File: src/core/port_io_pkg.sv
// Purpose: Shared constants and types for the port latch, mode and skip registers
// Assumes: Special-function register space with 8-bit address and 8-bit data
// Notes:   Offsets are byte addresses in that space; resets are the power-up states
package port_io_pkg;

	localparam int unsigned PORT_W = 8;
	localparam int unsigned ADDR_W = 8;

	// Register offsets in the special-function space
	localparam logic [ADDR_W-1:0] PORT3_OUTPUT_LATCH_ADDR = 8'hb0;
	localparam logic [ADDR_W-1:0] PORT4_OUTPUT_LATCH_ADDR = 8'hc7;
	localparam logic [ADDR_W-1:0] PORT2_SKIP_MASK_ADDR    = 8'hd6;
	localparam logic [ADDR_W-1:0] PORT3_SKIP_MASK_ADDR    = 8'hdf;
	localparam logic [ADDR_W-1:0] PORT4_INPUT_SELECT_ADDR = 8'hf5;
	localparam logic [ADDR_W-1:0] PORT4_DRIVE_SELECT_ADDR = 8'hae;
	localparam logic [ADDR_W-1:0] PORT3_INPUT_SELECT_ADDR = 8'hf4;
	localparam logic [ADDR_W-1:0] PORT3_DRIVE_SELECT_ADDR = 8'ha7;

	// Values after reset
	localparam logic [PORT_W-1:0] LATCH_RESET        = 8'hff;
	localparam logic [PORT_W-1:0] SKIP_RESET         = 8'h00;
	localparam logic [PORT_W-1:0] INPUT_SELECT_RESET = 8'hff;
	localparam logic [PORT_W-1:0] DRIVE_SELECT_RESET = 8'h00;
	localparam logic [PORT_W-1:0] UNMAPPED_READ      = 8'h00;
	localparam logic [1:0]        RST_SYNC_RESET     = 2'h0;

	// One access from the processor core
	typedef struct packed {
		logic              wr;
		logic              rd;
		logic [ADDR_W-1:0] addr;
		logic [PORT_W-1:0] wdata;
	} sfr_req_s;

	// Pin driver for one port: level to drive and enable
	typedef struct packed {
		logic [PORT_W-1:0] out;
		logic [PORT_W-1:0] oe;
	} pin_drive_s;

endpackage

File: src/core/port_io_latch_and_skip.sv
// Purpose: Port 3 and 4 latches, their mode registers, and port 2/3 skip masks
// Assumes: Core issues single-cycle read or write strobes in the register space
// Notes:   Read data arrives one clock after the read strobe; pins are synchronous
`timescale 1ns/10ps
module port_io_latch_and_skip #(
	parameter int unsigned WIDTH = port_io_pkg::PORT_W
) (
	input  wire logic                            core_clk,
	input  wire logic                            rst_b,
	input  wire port_io_pkg::sfr_req_s           sfr_req,
	output      logic [port_io_pkg::PORT_W-1:0]  sfr_rdata,
	output      logic                            sfr_rvalid,
	output      logic                            sfr_hit,
	input  wire logic [port_io_pkg::PORT_W-1:0]  port3_pin_in,
	output      port_io_pkg::pin_drive_s         port3_pin,
	input  wire logic [port_io_pkg::PORT_W-1:0]  port4_pin_in,
	output      port_io_pkg::pin_drive_s         port4_pin,
	output      logic [port_io_pkg::PORT_W-1:0]  port2_crossbar_allow,
	output      logic [port_io_pkg::PORT_W-1:0]  port3_crossbar_allow
);
	import port_io_pkg::*;

	// The register layout is fixed at eight bits per port
	if (WIDTH != PORT_W) begin : g_width_check
		$error("port_io_latch_and_skip: WIDTH must equal the register width");
	end

	logic [1:0]        rst_sync_reg;
	logic              rst_n_int;
	logic [WIDTH-1:0]  port3_output_latch_reg;
	logic [WIDTH-1:0]  port4_output_latch_reg;
	logic [WIDTH-1:0]  port2_skip_mask_reg;
	logic [WIDTH-1:0]  port3_skip_mask_reg;
	logic [WIDTH-1:0]  port3_input_select_reg;
	logic [WIDTH-1:0]  port4_input_select_reg;
	logic [WIDTH-1:0]  port3_drive_select_reg;
	logic [WIDTH-1:0]  port4_drive_select_reg;
	logic [WIDTH-1:0]  port3_pin_reg;
	logic [WIDTH-1:0]  port4_pin_reg;
	logic [WIDTH-1:0]  port3_read_value;
	logic [WIDTH-1:0]  port4_read_value;
	logic [WIDTH-1:0]  port3_pin_out;
	logic [WIDTH-1:0]  port3_pin_oe;
	logic [WIDTH-1:0]  port4_pin_out;
	logic [WIDTH-1:0]  port4_pin_oe;
	logic [WIDTH-1:0]  rdata_next;
	logic              hit_next;
	logic [WIDTH-1:0]  sfr_rdata_reg;
	logic              sfr_rvalid_reg;
	logic              sfr_hit_reg;

	// Reset release through two flops; assertion stays asynchronous
	always_ff @(posedge core_clk or negedge rst_b) begin
		if (!rst_b) begin
			rst_sync_reg <= RST_SYNC_RESET;
		end else begin
			rst_sync_reg <= {rst_sync_reg[0], 1'b1};
		end
	end

	assign rst_n_int = rst_sync_reg[1];

	// Port 3 output latch
	always_ff @(posedge core_clk or negedge rst_n_int) begin
		if (!rst_n_int) begin
			port3_output_latch_reg <= LATCH_RESET;
		end else if (sfr_req.wr && sfr_req.addr == PORT3_OUTPUT_LATCH_ADDR) begin
			port3_output_latch_reg <= sfr_req.wdata;
		end
	end

	// Port 4 output latch
	always_ff @(posedge core_clk or negedge rst_n_int) begin
		if (!rst_n_int) begin
			port4_output_latch_reg <= LATCH_RESET;
		end else if (sfr_req.wr && sfr_req.addr == PORT4_OUTPUT_LATCH_ADDR) begin
			port4_output_latch_reg <= sfr_req.wdata;
		end
	end

	// Port 2 skip mask
	always_ff @(posedge core_clk or negedge rst_n_int) begin
		if (!rst_n_int) begin
			port2_skip_mask_reg <= SKIP_RESET;
		end else if (sfr_req.wr && sfr_req.addr == PORT2_SKIP_MASK_ADDR) begin
			port2_skip_mask_reg <= sfr_req.wdata;
		end
	end

	// Port 3 skip mask
	always_ff @(posedge core_clk or negedge rst_n_int) begin
		if (!rst_n_int) begin
			port3_skip_mask_reg <= SKIP_RESET;
		end else if (sfr_req.wr && sfr_req.addr == PORT3_SKIP_MASK_ADDR) begin
			port3_skip_mask_reg <= sfr_req.wdata;
		end
	end

	// Port 3 input select: one is digital, zero is analog
	always_ff @(posedge core_clk or negedge rst_n_int) begin
		if (!rst_n_int) begin
			port3_input_select_reg <= INPUT_SELECT_RESET;
		end else if (sfr_req.wr && sfr_req.addr == PORT3_INPUT_SELECT_ADDR) begin
			port3_input_select_reg <= sfr_req.wdata;
		end
	end

	// Port 4 input select
	always_ff @(posedge core_clk or negedge rst_n_int) begin
		if (!rst_n_int) begin
			port4_input_select_reg <= INPUT_SELECT_RESET;
		end else if (sfr_req.wr && sfr_req.addr == PORT4_INPUT_SELECT_ADDR) begin
			port4_input_select_reg <= sfr_req.wdata;
		end
	end

	// Port 3 drive select: one is push-pull, zero is open-drain
	always_ff @(posedge core_clk or negedge rst_n_int) begin
		if (!rst_n_int) begin
			port3_drive_select_reg <= DRIVE_SELECT_RESET;
		end else if (sfr_req.wr && sfr_req.addr == PORT3_DRIVE_SELECT_ADDR) begin
			port3_drive_select_reg <= sfr_req.wdata;
		end
	end

	// Port 4 drive select
	always_ff @(posedge core_clk or negedge rst_n_int) begin
		if (!rst_n_int) begin
			port4_drive_select_reg <= DRIVE_SELECT_RESET;
		end else if (sfr_req.wr && sfr_req.addr == PORT4_DRIVE_SELECT_ADDR) begin
			port4_drive_select_reg <= sfr_req.wdata;
		end
	end

	// Pin levels are captured once so a read sees one coherent byte
	always_ff @(posedge core_clk or negedge rst_n_int) begin
		if (!rst_n_int) begin
			port3_pin_reg <= '0;
			port4_pin_reg <= '0;
		end else begin
			port3_pin_reg <= port3_pin_in;
			port4_pin_reg <= port4_pin_in;
		end
	end

	// Port 3 driver and read-back
	port_pin_cell #(
		.WIDTH        (WIDTH)
	) u_port3_cell (
		.latch        (port3_output_latch_reg),
		.drive_select (port3_drive_select_reg),
		.input_select (port3_input_select_reg),
		.pin_sampled  (port3_pin_reg),
		.pin_out      (port3_pin_out),
		.pin_oe       (port3_pin_oe),
		.read_value   (port3_read_value)
	);

	// Port 4 driver and read-back
	port_pin_cell #(
		.WIDTH        (WIDTH)
	) u_port4_cell (
		.latch        (port4_output_latch_reg),
		.drive_select (port4_drive_select_reg),
		.input_select (port4_input_select_reg),
		.pin_sampled  (port4_pin_reg),
		.pin_out      (port4_pin_out),
		.pin_oe       (port4_pin_oe),
		.read_value   (port4_read_value)
	);

	// Pin structs filled in one process so each output has a single driver
	always_comb begin
		port3_pin.out = port3_pin_out;
		port3_pin.oe  = port3_pin_oe;
		port4_pin.out = port4_pin_out;
		port4_pin.oe  = port4_pin_oe;
	end

	// Crossbar may use a pin only while its skip bit is clear
	always_comb begin
		port2_crossbar_allow = ~port2_skip_mask_reg;
		port3_crossbar_allow = ~port3_skip_mask_reg;
	end

	// Read decode; latch addresses return pin state, not the stored byte
	always_comb begin
		rdata_next = UNMAPPED_READ;
		hit_next   = 1'b1;
		case (sfr_req.addr)
			PORT3_OUTPUT_LATCH_ADDR: begin
				rdata_next = port3_read_value;
			end
			PORT4_OUTPUT_LATCH_ADDR: begin
				rdata_next = port4_read_value;
			end
			PORT2_SKIP_MASK_ADDR: begin
				rdata_next = port2_skip_mask_reg;
			end
			PORT3_SKIP_MASK_ADDR: begin
				rdata_next = port3_skip_mask_reg;
			end
			PORT3_INPUT_SELECT_ADDR: begin
				rdata_next = port3_input_select_reg;
			end
			PORT4_INPUT_SELECT_ADDR: begin
				rdata_next = port4_input_select_reg;
			end
			PORT3_DRIVE_SELECT_ADDR: begin
				rdata_next = port3_drive_select_reg;
			end
			PORT4_DRIVE_SELECT_ADDR: begin
				rdata_next = port4_drive_select_reg;
			end
			default: begin
				rdata_next = UNMAPPED_READ;
				hit_next   = 1'b0;
			end
		endcase
	end

	// Read data registered; holds between reads so the core can sample late
	always_ff @(posedge core_clk or negedge rst_n_int) begin
		if (!rst_n_int) begin
			sfr_rdata_reg <= UNMAPPED_READ;
		end else if (sfr_req.rd) begin
			sfr_rdata_reg <= rdata_next;
		end
	end

	// Read-valid pulse and address-hit flag for the access just answered
	always_ff @(posedge core_clk or negedge rst_n_int) begin
		if (!rst_n_int) begin
			sfr_rvalid_reg <= 1'b0;
			sfr_hit_reg    <= 1'b0;
		end else begin
			sfr_rvalid_reg <= sfr_req.rd;
			sfr_hit_reg    <= (sfr_req.rd || sfr_req.wr) && hit_next;
		end
	end

	assign sfr_rdata  = sfr_rdata_reg;
	assign sfr_rvalid = sfr_rvalid_reg;
	assign sfr_hit    = sfr_hit_reg;

endmodule

File: src/core/port_pin_cell.sv
// Purpose: Output driver and read-back logic for one port of pins
// Assumes: Pin level already sampled into the clock domain by the caller
// Notes:   Purely combinational; the caller owns all state
`timescale 1ns/10ps
module port_pin_cell #(
	parameter int unsigned WIDTH = port_io_pkg::PORT_W
) (
	input  wire logic [WIDTH-1:0] latch,
	input  wire logic [WIDTH-1:0] drive_select,
	input  wire logic [WIDTH-1:0] input_select,
	input  wire logic [WIDTH-1:0] pin_sampled,
	output      logic [WIDTH-1:0] pin_out,
	output      logic [WIDTH-1:0] pin_oe,
	output      logic [WIDTH-1:0] read_value
);
	import port_io_pkg::*;

	// Refused at elaboration, so a wrong width never reaches simulation
	if (WIDTH != PORT_W) begin : g_width_check
		$error("port_pin_cell: WIDTH must equal the register width");
	end

	// On digital pins zero drives low; one drives high only in push-pull mode
	always_comb begin
		pin_out = latch;
		// Analog pins keep the digital driver off so the pin level is untouched
		pin_oe  = input_select & (~latch | drive_select);
	end

	// Analog pins read zero; digital pins read the pin, uninverted
	always_comb begin
		read_value = pin_sampled & input_select;
	end

endmodule

File: config.mk
export PLATFORM = sky130hd
export DESIGN_NAME = port_io_latch_and_skip
export DESIGN_NICKNAME = d
export VERILOG_FILES = /design/src/core/port_io_pkg.sv /design/src/core/port_io_latch_and_skip.sv /design/src/core/port_pin_cell.sv
export SDC_FILE = /design/constraint.sdc
export NUM_CORES = 1
export LEC_CHECK = 0
export CORE_ASPECT_RATIO = 1.4
export CORE_MARGIN = 2
export CORE_UTILIZATION = 35
export CTS_CLUSTER_SIZE = 10
export DETAILED_ROUTE_END_ITERATION = 8
export DONT_BUFFER_PORTS = 1
export GPL_TIMING_DRIVEN = 1
export PLACE_DENSITY_LB_ADDON = 0.15
export SLEW_MARGIN = 20
export SYNTH_ARGS = -nofsm -noshare
export SYNTH_HDL_FRONTEND = slang
export SYNTH_HIERARCHICAL = 1
export SYNTH_SLANG_ARGS = --single-unit
File: constraint.sdc
create_clock -name core_clk -period 3.6 [get_ports core_clk]
set_clock_uncertainty 0.15 [all_clocks]
set_input_delay 0.36 -clock core_clk [delete_from_list [all_inputs] [get_ports core_clk]]
set_output_delay 0.36 -clock core_clk [all_outputs]
set_load 0.02 [all_outputs]
==> results of run 1 <==
[routing by layer]
| layer | track usage | wire length [um] | part of all wire |
|---|---|---|---|
| met2 | 0.322 | 6430 | 0.53 |
| met3 | 0.0355 | 622 | 0.052 |
| met4 | 0.0533 | 120 | 0.0099 |
| met5 | 0 | 0 | 0 |
| met1 | 0.240 | 4890 | 0.41 |
[worst max-delay path by stage]
stage | start | endpoint | slack (ps) | depth (start not counted)
5_1_grt | sfr_req[11] | port3_drive_select_reg[0] | 1650 | 3
3_3_place_gp | sfr_req[11] | port3_drive_select_reg[0] | 1330 | 3
6_report | sfr_req[11] | port3_drive_select_reg[0] | 1710 | 3
4_1_cts | sfr_req[11] | port3_drive_select_reg[0] | 1680 | 3
3_5_place_dp | sfr_req[11] | port3_drive_select_reg[0] | 1310 | 3
2_1_floorplan | rst_sync_reg[1] | port2_skip_mask_reg[0] | 750 | 0
[report_power, final]
group | switching [uW] | total [uW] | internal (uW)
Clock | 369 | 852 | 483
Combinational | 94.5 | 165 | 70.4
Sequential | 62.2 | 1160 | 1100
[cells in the mapped netlist (all sizes together)]
cell type	count	area share
dfrtp	60	0.34
mux2	48	0.12
inv	40	0.034
dfstp	32	0.19
buf	28	0.046
nor2	20	0.021
nand2	19	0.020
and2	18	0.026
a21boi	16	0.027
a22oi	16	0.027
o21ai	16	0.018
mux2i	9	0.021
a2111oi	8	0.016
o22ai	8	0.011
o2bb2ai	8	0.016
nand3	4	0.0046
and3	3	0.0054
nand2b	3	0.0043
nor2b	3	0.0043
and4b	2	0.0046
clkbuf	2	0.0017
a2111o	1	0.0026
conb	1	0.00086
nand3b	1	0.0017
nand4	1	0.0049
nand4bb	1	0.0063
nor3	1	0.0023
nor4	1	0.0049
o21a	1	0.0017
or2	1	0.0014
or3b	1	0.0020
xor2	1	0.0020
[critical path: stages]
cell	delay, ps
and4b_1	600
nand3_1	550
mux2_2	440
[logic make-up after synthesis]
kind of cell,synth area share
multiplexers,0.144
XOR/XNOR,0.00200
AND/OR/NAND/NOR,0.114
AO/OA/AOI/OAI,0.121
other,0.000858
buffers and inverters,0.0822
flip-flops,0.536
[cells in the final DEF, fill, tap and decap left out, types with 4 or more instances in the layout]
cell type,synthesis,final
dfstp_2,32,32
a22oi_1,16,16
o22ai_1,8,8
nand3_1,4,4
dlygate4sd3_1,0,26
a2111oi_0,8,8
a21boi_1,16,16
and2_1,18,18
buf_4,18,4
o21ai_0,16,16
nand2_1,16,16
nor2_1,19,19
mux2_2,48,48
inv_1,40,40
dfrtp_1,60,59
clkbuf_16,0,9
mux2i_1,9,9
o2bb2ai_1,8,8
[through the flow]
stage,area (um^2),util,hold WS (ps)
2_1_floorplan,4370,-,-85.6
3_3_place_gp,4380,0.358,-85.5
3_5_place_dp,4380,0.358,-85.5
4_1_cts,4910,0.400,1.09
5_1_grt,4910,0.400,8.75
6_report,4910,0.400,12.0
[area by class of cell]
cell class / count / area [um^2] / area share
clock buffers: 13 / 250 / 0.0510
clock inverters: 2 / 12.5 / 0.00255
inverters: 40 / 150 / 0.0306
multi-input cells: 212 / 1670 / 0.340
flip-flops and latches: 92 / 2350 / 0.478
well taps: 150 / 188 / 0.0383
repair buffers: 30 / 290 / 0.0592
==> results.cfg, run 1 <==
[cells_and_area]
flow.area_growth_from_synthesis_pct = 12.3
layout.nets = 421
final_cells = 539
diodes = 0
num-fill-cells = 1207
drive_gt1_frac = 0.278

[clocking]
cts_buffer_depth = 2
clock_latency_ps = 330
ctsResizeCount = 0
cts_hold_buffers = 26
cts_made_buffers = 9
htree_num_levels = 3
cts_tree = done
cts.sinks = 92
post-cts-setup-buffer-count = 0
clk_pin_slew_ps = 60
cts_root_buffer = clkbuf_16

[critical_path]
start_kind = input port
r2r_start = port3_drive_select_reg[5]
r2r-end = sfr_rdata[5]
worst_ep_required_time_ps = 3660
r2r_cells = 4
path_class = in2reg
crit_path_end_kind = flop
crit_fanout = 10
worstPathArrival_ps = 1950
rrSetupSlack_ps = 2120

[global_routing]
antenna_found_initial = 0
grt_max_degree = 65
grt_first_pass_wirelength_mm = 18.4
grt_pass1_vias = 2995
grtUsageTotal = 0.187
globalRoute.totalOverflow = 0

[placement]
place_hpwl_mm = 8.13
io_buffers = 0
place_congestion = 0.756
dpl_worst_slack_ps = 1310
placedCellCount = 498

[pwr]
p_leak_uw = 0.00209
total_power_uw = 2180
peakVddDrop_mv = 0.210
p_per_area_mw_per_mm2 = 444

[sta]
fmax_mhz = 530
finalMaxSlewViolations = 0
period_minus_slack_ps = 1890
slew_headroom = 0.360
grt_setup_unrepaired = no
setup_viol = 0
finalHoldViolCount = 0
min_period_over_period = 0.524
tightest_slew_ps = 956
fin_tns_setup_ps = 0
setup_slack_ps = 1710

[drt]
routedWlPerCell_um = 22.4
drc_errors = 0
via_count = 2814
ant_nets = 0
wl_mm = 12.1
dr.pass1.iters = 5
vias_per_cell = 5.22
drt_iter0_markers = 194

[logic_synthesis]
netlist_area_mm2 = 0.00437
synth-seq-cells = 92
yosysWarnings = 6
netlist_instances = 374
syn_nets = 410
synth_area_per_cell_um2 = 11.7
synth_cell_type_count = 39
ys_seq_area_frac = 0.536

[floorplan]
num_rows = 48
initial_core_util = 0.357
pin_count = 94
die-area_mm2 = 0.0134
core-area_mm2 = 0.0123
die_h_um = 136
die_x_um = 98.4

[worst_hold_path]
worstHoldPathType = in2reg
worstHoldStart = sfr_req[0]
whs_path_depth = 2
holdPathEnd = port2_skip_mask_reg[0]

[run]
maxCapViolCount = 0

[status]
status = completed
Note: power is estimated with default switching activity, not from simulation.
==> run 2: changes to the inputs <==
- clock period: 3.6 -> 1.55 ns (I/O delays scaled with it)
==> results.cfg, run 2 (synthesized netlist as in run 1, its figures left out) <==
[cells_and_area]
layout_common_cells = dfrtp_1, inv_1, mux2_2
diodes = 0
num-fill-cells = 1186
seqCellArea_mm2 = 0.00235
layout.nets = 463
flow.area_growth_from_synthesis_pct = 26.6
drive_gt1_frac = 0.384
multi_input_area_mm2 = 0.00179
final_common_cell = dfrtp_1
final_util = 0.452

[pwr]
p_per_area_mw_per_mm2 = 1010
total_power_uw = 5570
peakVddDrop_mv = 0.586
p_leak_uw = 0.00239

[clocking]
cts_made_buffers = 9
htree_num_levels = 3
clk_pin_slew_ps = 70
clock_latency_ps = 340
cts_root_buffer = clkbuf_16
cts.sinks = 92
cts_tree = done
cts_buffer_depth = 2

[sta]
tightest_slew_ps = 695
setup_viol = 0
setup_slack_ps = 31.2
grt_setup_unrepaired = yes
min_period_over_period = 0.980
period_minus_slack_ps = 1520
fmax_mhz = 658
slew_headroom = 0.535
hold_slack_ps = 18.6
finalHoldViolCount = 0
finalMaxSlewViolations = 0

[global_routing]
grtUsageTotal = 0.191
grt_first_pass_wirelength_mm = 19.1
globalRoute.totalOverflow = 0
grt_max_degree = 36
grt_pass1_vias = 3257
antenna_found_initial = 0

[drt]
routedWlPerCell_um = 21.0
drc_errors = 0
wl_mm = 12.2
vias_per_cell = 5.17
ant_nets = 0
via_count = 3008
dr.pass1.iters = 4
drt_iter0_markers = 179

[floorplan]
die-area_mm2 = 0.0134
initial_core_util = 0.357
die_h_um = 136
pin_count = 94
die_x_um = 98.4
num_rows = 48
core-area_mm2 = 0.0123

[critical_path]
crit_fanout = 4
crit_path_end_kind = output port
start_kind = flop
worst_ep_required_time_ps = 1240
crit_slowest_cell = dfstp_2
worstPathArrival_ps = 1210
slowest_delay_ps = 560
path_cells = a21boi_4 > buf_6
path_class = reg2out

[placement]
io_buffers = 0
place_congestion = 0.790
dpl_worst_slack_ps = -74.4
place_hpwl_mm = 8.49

[run]
maxCapViolCount = 0

[worst_hold_path]
worstHoldPathType = in2reg

[status]
status = completed
[run 2: cell count changes in the layout (fill, tap and decap cells not counted), moves of 2 or more]
cell           change
a21boi_4           +3
buf_4             +27
a21boi_2          +12
a2111oi_0          -6
a21boi_1          -15
mux2_2             -8
dlygate4sd3_1      +2
buf_12             +9
buf_6              +4
mux2_4             +8
a2111oi_1          +5
bufinv_16          +2
[run 2: metal layers]
metal	global-route usage	up-vias	wire length (um)
li1	-	1379	-
met1	0.242	1507	4800
met2	0.311	107	6180
met3	0.0591	15	1000
met4	0.0662	0	256
met5	0	-	0
[run 2: final timing paths]
path / startpoint / to / slack, ps / cells past startpoint
min reg2reg: rst_sync_reg[1] / port3_pin_reg[6] / 60 / 0
max in group asynchronous: rst_sync_reg[1] / port4_output_latch_reg[2] / 640 / 1
min: sfr_req[11] / port2_skip_mask_reg[1] / 20 / 3
min in group asynchronous: rst_sync_reg[1] / port3_pin_reg[6] / 60 / 0
max reg2reg: port3_skip_mask_reg[0] / sfr_rdata[0] / 80 / 4
max: port3_input_select_reg[2] / port3_pin[2] / 30 / 2
[run 2: worst max-delay path, delay by kind of cell, from the launching register on]
family	cells	cell delay, ps
buf+inv	1	130
compound gates	1	180
flops	1	560
[run 2: metrics by stage]
stage | instances | cell area, um^2 | setup TNS, ps
final | 582 | 5530 | 0
after global routing | 582 | 5530 | -113
after CTS | 580 | 5430 | 0
after detailed placement | 536 | 4810 | -366
after global placement | 536 | 4810 | -127
after floorplan | 374 | 4420 | -1330
[run 2: power by group]
part | switching, uW | internal, uW
clock | 919 | 1460
combinational | 277 | 231
sequential | 126 | 2560
[run 2: layout make-up]
cell class / count / share of cell area
inverter: 40 / 0.0271
multi-input combinational: 212 / 0.324
sequential: 92 / 0.424
timing repair buffer: 72 / 0.133
clock inverter: 4 / 0.0131
tap: 150 / 0.0339
clock buffer: 12 / 0.0445
[run 2: what timing repair did]
item,in CTS,in global routing
hold endpoints to repair,92,0
hold buffers,28,0
resized for setup,4,25
setup endpoints to repair,4,21
buffers inserted,0,2
